## src/frc_pkg.sv

```systemverilog
// Package of constants and carriers for the remote-station command interpreter
package frc_pkg;

  // ==========================================================
  // Instruction codes and data
  localparam logic [7:0] CODE_ACCEL_WRITE = 8'h87;
  localparam logic [7:0] CODE_ACCEL_READ = 8'h07;
  localparam logic [7:0] CODE_FAULT_READ = 8'h74;
  localparam logic [7:0] CODE_MODE_WRITE = 8'hFB;
  localparam logic [7:0] CODE_RESET = 8'hFD;
  localparam logic [15:0] DATA_RESET_KEY = 16'h9696;
  localparam logic [15:0] DATA_MODE_NET = 16'h0000;
  localparam logic [15:0] DATA_MODE_EXT = 16'h0010;

  // ==========================================================
  // Reply codes
  localparam logic [15:0] REPLY_OK = 16'h0000;
  localparam logic [15:0] REPLY_BAD_CODE = 16'h0001;
  localparam logic [15:0] REPLY_BAD_DATA = 16'h0003;
  localparam logic [15:0] REPLY_NO_EXT = 16'h0002;

  // ==========================================================
  // Parameter limits, reset values and function select codes
  localparam logic [15:0] ACCEL_RESET = 16'h0032;
  localparam logic [15:0] FREQ_MAX = 16'h9C40;
  localparam logic [15:0] FUNC_LIGHT = 16'hF00A;
  localparam logic [15:0] FUNC_TSN = 16'hB0B6;
  localparam int ETH_FUNC_COUNT = 4;

  // ==========================================================
  // Link sizes
  localparam int RBIT_COUNT = 64;
  localparam int RWORD_COUNT = 32;

  // ==========================================================
  // Timing
  localparam int CLK_MHZ = 250;
  localparam int RESP_TIME_MS = 15;
  localparam int RESP_CYCLES = RESP_TIME_MS * CLK_MHZ * 1000;
  localparam int LOSS_CYCLES_DEF = 375000000;
  localparam int EEPROM_CYCLES_DEF = 5000;

  // ==========================================================
  // Carriers
  typedef struct packed {
    logic exec_req;
    logic fault_reset_req;
    logic freq_cmd_ram;
    logic freq_cmd_eeprom;
  } frc_cmd_t;

  typedef struct packed {
    logic exec_done;
    logic freq_done_ram;
    logic freq_done_eeprom;
    logic net_mode;
  } frc_stat_t;

endpackage

```

## src/frc_station.sv

```systemverilog
// Remote-station command interpreter of a fieldbus motor drive
// ==========================================================
// Overview of operation
// Code 0x87 with data stores acceleration time; reply code returned.
// Master sets extended setting nonzero before parameters numbered 100 up.
// Set-frequency data are in 0.01 Hz units; 5000 means 50.00 Hz.
// Frequency result goes to frequency reply word, not instruction reply.
// Master waits for done flag and zero reply before new frequency.
// EEPROM frequency write uses its own command and completion bits.
// Exactly one EEPROM write per rising edge of EEPROM command; none with link down, data over FREQ_MAX or a write in progress.
// Frequency data changes ignored while EEPROM command stays on.
// Code 0x74 returns fault history entries one and two plus reply.
// Fault-reset request acts only while a fault is present.
// Communication reset select 0 allows reset in any mode.
// Code 0xFD data 0x9696 resets only if startup nonzero or net mode.
// In network mode operation commands come only from the master.
// Stopped data exchange in network mode trips link-loss fault.
// Startup 0 starts external mode; nonzero starts network mode.
// Light profile links only at 100 Mbps, never at 10 Mbps.
// Light profile: 64 bits each way, 32 words each way.
// Light profile answers a master command within 15 ms.
// One master serves at most 64 stations, 4 groups of 16.
// Any function select 61450 enables light unless some holds 45238.
// Function select changes take effect only after reset.
// Code 0xFB changes operation mode; data 0x0000 selects network.
// Code 0x07 returns acceleration time in the read word.
// Reply code and read data are written before the completion bit; code writes them in the same cycle as it.
// Completion bits clear after the matching request is removed.
//
`timescale 1ns/1ps

module frc_station #(
  parameter int LOSS_CYCLES = frc_pkg::LOSS_CYCLES_DEF,
  parameter int EEPROM_CYCLES = frc_pkg::EEPROM_CYCLES_DEF
) (
  input wire logic CLK_IN,
  input wire logic RST_B_IN,
  input wire frc_pkg::frc_cmd_t CMD_IN,
  input wire logic [7:0] INSTR_CODE_IN,
  input wire logic [15:0] INSTR_DATA_IN,
  input wire logic [15:0] FREQ_DATA_IN,
  input wire logic FRAME_VALID_IN,
  input wire logic LINK_UP_IN,
  input wire logic LINK_100M_IN,
  input wire logic [1:0] EXT_OPCMD_IN,
  input wire logic [1:0] NET_OPCMD_IN,
  input wire logic [63:0] ETH_FUNC_IN,
  input wire logic [7:0] STARTUP_MODE_IN,
  input wire logic COMM_RESET_SEL_IN,
  input wire logic FAULT_IN,
  input wire logic [7:0] FAULT_CODE_IN,
  input wire logic EEPROM_READY_IN,
  output frc_pkg::frc_stat_t STAT_OUT,
  output logic [15:0] INSTR_REPLY_OUT,
  output logic [15:0] FREQ_REPLY_OUT,
  output logic [15:0] READ_WORD_OUT,
  output logic [15:0] FREQ_SET_OUT,
  output logic [15:0] ACCEL_TIME_OUT,
  output logic EEPROM_WRITE_OUT,
  output logic [15:0] EEPROM_DATA_OUT,
  output logic [1:0] OPCMD_OUT,
  output logic LINK_LOSS_FAULT_OUT,
  output logic LIGHT_ENABLE_OUT,
  output logic LINK_ACTIVE_OUT,
  output logic DRIVE_RESET_OUT
);

  if (LOSS_CYCLES < 1 || EEPROM_CYCLES < 1)
  begin : g_bad_counts
    $error("Cycle counts must be at least one");
  end

  // ==========================================================
  // Station image: command bits and the six words in use must
  // fit one station's share of the light profile
  localparam int BITS_USED = $bits(frc_pkg::frc_cmd_t);
  localparam int WORDS_USED = 6;
  if (BITS_USED > frc_pkg::RBIT_COUNT || WORDS_USED > frc_pkg::RWORD_COUNT)
  begin : g_bad_image
    $error("Station image exceeds the light profile share");
  end

  // Answers land one cycle after the take; a budget under two cycles is unusable
  if (frc_pkg::RESP_CYCLES < 2)
  begin : g_bad_resp
    $error("Response budget shorter than the answer latency");
  end

  typedef enum logic [2:0] {
    FRC_E_IDLE = 3'b001,
    FRC_E_WRITE = 3'b010,
    FRC_E_DONE = 3'b100
  } frc_ee_t;

  function automatic logic func_has(input logic [63:0] f, input logic [15:0] v);
    logic hit;
    hit = 1'b0;
    for (int i = 0; i < frc_pkg::ETH_FUNC_COUNT; i++)
      if (f[16*i +: 16] == v)
        hit = 1'b1;
    return hit;
  endfunction

  // ==========================================================
  // State
  logic boot_q;
  logic light_q;
  logic net_q;
  logic exec_done_q;
  logic ram_done_q;
  logic ee_cmd_q;
  logic [15:0] instr_reply_q;
  logic [15:0] freq_reply_q;
  logic [15:0] read_word_q;
  logic [15:0] freq_q;
  logic [15:0] accel_q;
  logic [15:0] ee_data_q;
  logic [7:0] fault1_q;
  logic [7:0] fault2_q;
  logic prev_fault_q;
  logic loss_q;
  logic reset_q;
  logic [31:0] loss_cnt_q;
  logic [31:0] ee_cnt_q;
  frc_ee_t ee_q;

  // ==========================================================
  // Decode
  wire light_sel = func_has(ETH_FUNC_IN, frc_pkg::FUNC_LIGHT)
    && !func_has(ETH_FUNC_IN, frc_pkg::FUNC_TSN);
  wire link_ok = light_q && LINK_UP_IN && LINK_100M_IN;
  wire exec_start = CMD_IN.exec_req && !exec_done_q;
  wire is_wr_accel = INSTR_CODE_IN == frc_pkg::CODE_ACCEL_WRITE;
  wire is_rd_accel = INSTR_CODE_IN == frc_pkg::CODE_ACCEL_READ;
  wire is_fault_rd = INSTR_CODE_IN == frc_pkg::CODE_FAULT_READ;
  wire is_mode = INSTR_CODE_IN == frc_pkg::CODE_MODE_WRITE;
  wire is_reset = INSTR_CODE_IN == frc_pkg::CODE_RESET;
  wire reset_allowed = (STARTUP_MODE_IN != 8'h00) || net_q;
  wire reset_key_ok = INSTR_DATA_IN == frc_pkg::DATA_RESET_KEY;
  wire mode_ok = INSTR_DATA_IN == frc_pkg::DATA_MODE_NET
    || INSTR_DATA_IN == frc_pkg::DATA_MODE_EXT;
  wire freq_ok = FREQ_DATA_IN <= frc_pkg::FREQ_MAX;
  wire ee_rise = CMD_IN.freq_cmd_eeprom && !ee_cmd_q;
  wire fault_reset = CMD_IN.fault_reset_req && FAULT_IN
    && (COMM_RESET_SEL_IN == 1'b0 || net_q);
  // Refused with no answer while the link is down, like any other instruction
  wire cmd_reset = exec_start && link_ok && is_reset && reset_key_ok && reset_allowed;
  // Storage completion also reports in the frequency reply word
  wire ee_write = ee_q == FRC_E_WRITE && ee_cnt_q == 32'd0 && EEPROM_READY_IN;

  logic [15:0] reply_d;
  logic [15:0] read_d;
  always_comb
  begin
    reply_d = frc_pkg::REPLY_OK;
    read_d = read_word_q;
    if (is_wr_accel)
      reply_d = frc_pkg::REPLY_OK;
    else if (is_rd_accel)
      read_d = accel_q;
    else if (is_fault_rd)
      read_d = {fault2_q, fault1_q};
    else if (is_mode)
      reply_d = mode_ok ? frc_pkg::REPLY_OK : frc_pkg::REPLY_BAD_DATA;
    else if (is_reset)
      reply_d = (reset_key_ok && reset_allowed) ? frc_pkg::REPLY_OK
        : frc_pkg::REPLY_BAD_DATA;
    else
      reply_d = frc_pkg::REPLY_BAD_CODE;
  end

  // ==========================================================
  // Boot: function select and startup mode sampled only once after reset; reset_allowed also reads startup mode every cycle
  always_ff @(posedge CLK_IN)
  begin
    if (!RST_B_IN)
    begin
      boot_q <= 1'b1;
      light_q <= 1'b0;
    end
    else if (boot_q)
    begin
      boot_q <= 1'b0;
      light_q <= light_sel;
    end
  end

  // ==========================================================
  // Instruction handshake
  always_ff @(posedge CLK_IN)
  begin
    if (!RST_B_IN)
    begin
      exec_done_q <= 1'b0;
      instr_reply_q <= 16'h0000;
      read_word_q <= 16'h0000;
      accel_q <= frc_pkg::ACCEL_RESET;
      net_q <= 1'b0;
      reset_q <= 1'b0;
    end
    else
    begin
      reset_q <= cmd_reset || fault_reset;
      if (boot_q)
        net_q <= STARTUP_MODE_IN != 8'h00;
      else if (loss_q)
        net_q <= 1'b0;
      if (!CMD_IN.exec_req)
        exec_done_q <= 1'b0;
      else if (exec_start && link_ok)
      begin
        instr_reply_q <= reply_d;
        read_word_q <= read_d;
        exec_done_q <= 1'b1;
        if (is_wr_accel)
          accel_q <= INSTR_DATA_IN;
        if (is_mode && mode_ok)
          net_q <= INSTR_DATA_IN == frc_pkg::DATA_MODE_NET;
      end
    end
  end

  // ==========================================================
  // Fault history: newest entry first
  always_ff @(posedge CLK_IN)
  begin
    if (!RST_B_IN)
    begin
      prev_fault_q <= 1'b0;
      fault1_q <= 8'h00;
      fault2_q <= 8'h00;
    end
    else
    begin
      prev_fault_q <= FAULT_IN || loss_q;
      if ((FAULT_IN || loss_q) && !prev_fault_q)
      begin
        fault2_q <= fault1_q;
        fault1_q <= loss_q ? 8'hFF : FAULT_CODE_IN;
      end
    end
  end

  // ==========================================================
  // Frequency RAM path; data held in 0.01 Hz units
  always_ff @(posedge CLK_IN)
  begin
    if (!RST_B_IN)
    begin
      ram_done_q <= 1'b0;
      freq_q <= 16'h0000;
      freq_reply_q <= 16'h0000;
    end
    else
    begin
      if (!CMD_IN.freq_cmd_ram)
        ram_done_q <= 1'b0;
      else if (!ram_done_q && link_ok)
      begin
        if (freq_ok)
          freq_q <= FREQ_DATA_IN;
        freq_reply_q <= freq_ok ? frc_pkg::REPLY_OK : frc_pkg::REPLY_BAD_DATA;
        ram_done_q <= 1'b1;
      end
      // Storage result must land even while the RAM command is down
      if (ee_write)
        freq_reply_q <= frc_pkg::REPLY_OK;
    end
  end

  // ==========================================================
  // Frequency EEPROM path: at most one write per command edge, data latched
  always_ff @(posedge CLK_IN)
  begin
    if (!RST_B_IN)
    begin
      ee_q <= FRC_E_IDLE;
      ee_cmd_q <= 1'b0;
      ee_data_q <= 16'h0000;
      ee_cnt_q <= 32'd0;
    end
    else
    begin
      ee_cmd_q <= CMD_IN.freq_cmd_eeprom;
      case (ee_q)
        FRC_E_IDLE:
          if (ee_rise && link_ok && freq_ok)
          begin
            ee_data_q <= FREQ_DATA_IN;
            ee_cnt_q <= 32'(EEPROM_CYCLES - 1);
            ee_q <= FRC_E_WRITE;
          end
        FRC_E_WRITE:
          if (ee_cnt_q != 32'd0)
            ee_cnt_q <= ee_cnt_q - 32'd1;
          else if (EEPROM_READY_IN)
            ee_q <= FRC_E_DONE;
        FRC_E_DONE:
          if (!CMD_IN.freq_cmd_eeprom)
            ee_q <= FRC_E_IDLE;
        default:
          ee_q <= FRC_E_IDLE;
      endcase
    end
  end

  // ==========================================================
  // Link loss watchdog while in network mode
  always_ff @(posedge CLK_IN)
  begin
    if (!RST_B_IN)
    begin
      loss_cnt_q <= 32'd0;
      loss_q <= 1'b0;
    end
    else if (!net_q || FRAME_VALID_IN)
      loss_cnt_q <= 32'd0;
    else if (loss_cnt_q == 32'(LOSS_CYCLES - 1))
      loss_q <= 1'b1;
    else
      loss_cnt_q <= loss_cnt_q + 32'd1;
  end

  // ==========================================================
  // Outputs
  assign STAT_OUT.exec_done = exec_done_q;
  assign STAT_OUT.freq_done_ram = ram_done_q;
  assign STAT_OUT.freq_done_eeprom = ee_q == FRC_E_DONE;
  assign STAT_OUT.net_mode = net_q;
  assign INSTR_REPLY_OUT = instr_reply_q;
  assign FREQ_REPLY_OUT = freq_reply_q;
  assign READ_WORD_OUT = read_word_q;
  assign FREQ_SET_OUT = freq_q;
  assign ACCEL_TIME_OUT = accel_q;
  assign EEPROM_WRITE_OUT = ee_write;
  assign EEPROM_DATA_OUT = ee_data_q;
  assign OPCMD_OUT = net_q ? NET_OPCMD_IN : EXT_OPCMD_IN;
  assign LINK_LOSS_FAULT_OUT = loss_q;
  assign LIGHT_ENABLE_OUT = light_q;
  assign LINK_ACTIVE_OUT = link_ok;
  assign DRIVE_RESET_OUT = reset_q;

endmodule

```

## config.mk

```make
export PLATFORM = sky130hd
export DESIGN_NAME = frc_station
export DESIGN_NICKNAME = d
export VERILOG_FILES = /design/src/frc_pkg.sv /design/src/frc_station.sv
export SDC_FILE = /design/constraint.sdc
export NUM_CORES = 1
export LEC_CHECK = 0
export ABC_AREA = 1
export CAP_MARGIN = 20
export CORE_ASPECT_RATIO = 1.5
export CORE_UTILIZATION = 44
export CTS_BUF_LIST = sky130_fd_sc_hd__clkbuf_8
export CTS_CLUSTER_SIZE = 12
export DETAILED_ROUTE_END_ITERATION = 10
export DONT_BUFFER_PORTS = 1
export SLEW_MARGIN = 20
export SYNTH_ARGS = -nofsm -noshare
export SYNTH_HDL_FRONTEND = slang
export SYNTH_SLANG_ARGS = --single-unit
export TNS_END_PERCENT = 20
```

## constraint.sdc

```tcl
create_clock -name CLK_IN -period 2.1 [get_ports CLK_IN]
set_clock_uncertainty 0.1 [all_clocks]
set_input_delay 0.42 -clock CLK_IN [delete_from_list [all_inputs] [get_ports CLK_IN]]
set_output_delay 0.42 -clock CLK_IN [all_outputs]
set_load 0.005 [all_outputs]
```

==> impl_metrics.py <==
metrics = {
    "outcome": {
        "status": "finished with violations",
        "violations": "negative setup slack",
    },
    "clock_tree": {
        "cts_buffers": 17,
        "clk_pin_slew_ns": 0.09,
        "cts_tree": "done",
        "cts_root_buf": "clkbuf_8",
        "clk_latency_ns": 0.46,
        "cts.sinks": 159,
        "clk_path_buf_depth": 2,
        "htreeDepth": 4,
    },
    "drt": {
        "drc": 0,
        "firstDrtPassIters": 5,
        "num_vias": 8287,
        "wl_per_cell_um": 14.8,
        "via_per_inst": 5.14,
        "drt-total-wl_mm": 23.9,
        "drt_iter0_drc": 583,
        "postRouteAntennaNets": 0,
    },
    "setup_path": {
        "worstPathMaxFanout": 2,
        "end_kind": "primary output",
        "rrSetupSlack_ns": 0.14,
        "endpoint": "EEPROM_WRITE_OUT",
        "cp-startpoint": "ee_cnt_q[30]$_SDFFE_PN0P_",
        "cp_data_required_time_ns": 1.58,
        "crit_path_start_kind": "flop",
        "r2r-end": "ee_cnt_q[26]$_SDFFE_PN0P_",
        "crit_type": "reg2out",
        "r2r_start": "ee_cnt_q[24]$_SDFFE_PN0P_",
        "rr_worst_depth": 15,
        "worst_ep_arrival_time_ns": 1.62,
    },
    "yosys": {
        "ys_ff_latch": 159,
        "async_reset_ff_frac": 0,
        "synth_edf_count": 0,
        "ys_seq_area_frac": 0.370,
        "ys_warn_count": 0,
        "synthFlopType": "dfxtp_1",
        "yosysUniqueCellTypes": 45,
        "synthesis.area_mm2": 0.00860,
        "synth_cells": 1316,
        "syn_area_per_cell_um2": 6.54,
    },
    "sta": {
        "hold_viol_final": 0,
        "slew_violations": 0,
        "fin_hold_ws_ns": 0.0225,
        "setup_viol": 1,
        "rsz0062_at_grt": "yes",
        "finalCritPeriodShare": 1.02,
        "fin_crit_ns": 2.14,
        "tns_ns": -0.0411,
        "slew_headroom": 0.586,
        "worst_slack_ns": -0.0411,
        "worst_pin_slew_ns": 0.622,
        "max_freq_mhz": 467,
    },
    "place": {
        "dp_hpwl_mm": 17.9,
        "place_area_mm2": 0.00887,
        "gp_congestion": 0.899,
        "numPlacedInstances": 1558,
        "pre_cts_ws_ns": 0.0155,
        "port_buffers": 0,
    },
    "die": {
        "die_area_mm2": 0.0201,
        "coreArea_mm2": 0.0192,
        "start_util": 0.449,
        "die_y_um": 173,
        "row_count": 62,
        "dieWidth_um": 116,
        "ios": 243,
    },
    "final_layout": {
        "final_util": 0.504,
        "syn_to_final_growth_pct": 12.1,
        "stdcell_count": 1611,
        "layout.nets": 1481,
        "multi_input_area_mm2": 0.00467,
        "drive_gt1_frac": 0.137,
        "fillers": 1952,
        "fin_area_mm2": 0.00965,
        "layout.area.seq_mm2": 0.00321,
    },
    "grt": {
        "grt_start_max_net_pins": 74,
        "antenna_found_initial": 1,
        "grt_util_all_layers": 0.235,
        "grt_pass1_vias": 7698,
        "gr-total-overflow": 0,
        "grt_pass1_wl_mm": 37.5,
    },
    "min_path": {
        "min_path_type": "in2reg",
    },
    "pwr": {
        "totalPowerFinal_mw": 7.88,
        "powerDensity_mw_per_mm2": 816,
        "ir_drop_uv": 456,
        "leakage_nw": 3.86,
    },
    "job": {
        "cap_violations": 0,
    },
}
## worst max-delay path, stage by stage, from the launching register on
cell and delay [ns]:
dfxtp_4 0.36, nor2_4 0.13, nand3_4 0.10, nor3_4 0.23
buf_6 0.14, nand3_4 0.08, nor2_4 0.13
## cells in the mapped netlist (2+ instances only)
cell type / instances / area [um2]
nand2_1: 251 / 942
nor2_1: 221 / 830
dfxtp_1: 159 / 3180
inv_1: 146 / 548
o21ai_0: 112 / 561
a21oi_1: 99 / 495
nand3_1: 80 / 400
buf_4: 35 / 263
nand4_1: 34 / 213
nor3_1: 31 / 155
clkbuf_1: 24 / 90.1
nand2_2: 13 / 81.3
nor4_1: 11 / 68.8
xor2_1: 11 / 96.3
a21oi_2: 10 / 87.6
buf_2: 9 / 45.0
nor2_2: 9 / 56.3
or2_2: 7 / 43.8
inv_2: 5 / 18.8
nor2_4: 5 / 56.3
xnor2_1: 5 / 43.8
nor3b_1: 4 / 30.0
buf_1: 3 / 11.3
a211oi_1: 2 / 15.0
buf_6: 2 / 22.5
ha_1: 2 / 25.0
nand3_2: 2 / 20.0
nand3b_1: 2 / 15.0
nor3_2: 2 / 20.0
o211ai_1: 2 / 15.0
o21a_1: 2 / 15.0
o21ai_1: 2 / 10.0
or2_1: 2 / 12.5
## cell families (layout without fill, tap and decap cells)
family | Yosys count | in the layout | share of synthesized area
fa+ha+maj | 2 | 2 | 0.00291
flops | 159 | 159 | 0.370
xor+xnor | 16 | 16 | 0.0163
buf+inv | 226 | 237 | 0.119
simple gates | 679 | 679 | 0.349
other cells | 1 | 29 | 0.000436
compound gates | 233 | 233 | 0.143
## area by class of cell
type | count | share of cell area
multi-input cells | 958 | 0.484
flip-flops and latches | 159 | 0.333
inverters | 152 | 0.0596
repair buffers | 55 | 0.0506
well taps | 256 | 0.0332
clock buffers | 19 | 0.0271
clock inverters | 11 | 0.0122
diodes | 1 | 0.000259
## flip-flops by register name, indices dropped and copies added (netlist names), 2 cells and up
name	cells
fault2_q	8
INSTR_REPLY_OUT	2
loss_cnt_q	32
fault1_q	8
EEPROM_DATA_OUT	16
READ_WORD_OUT	16
ee_q	3
ee_cnt_q	32
FREQ_SET_OUT	16
ACCEL_TIME_OUT	16
## how the worst min path moves through the flow
stage,from,to,slack [ns],depth (start not counted)
floorplan,EEPROM_DATA_OUT[0]$_SDFFE_PN0P_,EEPROM_DATA_OUT[0]$_SDFFE_PN0P_,0.34,2
global route,FREQ_DATA_IN[7],FREQ_SET_OUT[7]$_SDFFE_PN0P_,0.001,2
global placement,EEPROM_DATA_OUT[1]$_SDFFE_PN0P_,EEPROM_DATA_OUT[1]$_SDFFE_PN0P_,0.35,2
detailed placement,EEPROM_DATA_OUT[14]$_SDFFE_PN0P_,EEPROM_DATA_OUT[14]$_SDFFE_PN0P_,0.35,2
CTS,RST_B_IN,FREQ_SET_OUT[11]$_SDFFE_PN0P_,0.0007,2
finish,CMD_IN[2],DRIVE_RESET_OUT$_SDFF_PN0_,0.02,2
## report_power, final
part           leakage [nW]  switching [mW]  internal, mW
clock network         0.199            1.14          1.10
registers              1.30          0.0979          3.11
logic                  2.37            1.56         0.872
total                  3.86            2.79          5.08
## cells in the final DEF (no fill, tap or decap), types with 5 or more instances in the layout
cell        n
inv_1     143
nor2_1    207
xor2_1     11
clkbuf_8   19
conb_1     28
buf_4      45
nand2_1   246
nor2_4     14
a21oi_1    98
inv_2       8
nor4_1     11
o21ai_0   110
a21oi_2    11
nor3_1     28
nand2_2    16
nand3_1    78
xnor2_1     5
dfxtp_2    14
or2_2       7
nor2_2     14
dfxtp_1   142
nand4_1    34
## metal layers
metal  part of all wire  track usage  wire length, um
met1               0.42        0.269             9960
met2               0.51        0.423            12100
met3              0.055       0.0472             1310
met4              0.020       0.0876              486
met5                  0            0                0
## what timing repair did
item / 4_1_cts / 5_1_grt
hold buffers: 5 / 0
pin swaps: 14 / 13
endpoints found under the setup margin: 1 / 35
endpoints found under the hold margin: 74 / 0
setup buffers: 17 / 2
gates resized for setup: 39 / 30
gates cloned: 0 / 0
Note: power is estimated with default switching activity, not from simulation.
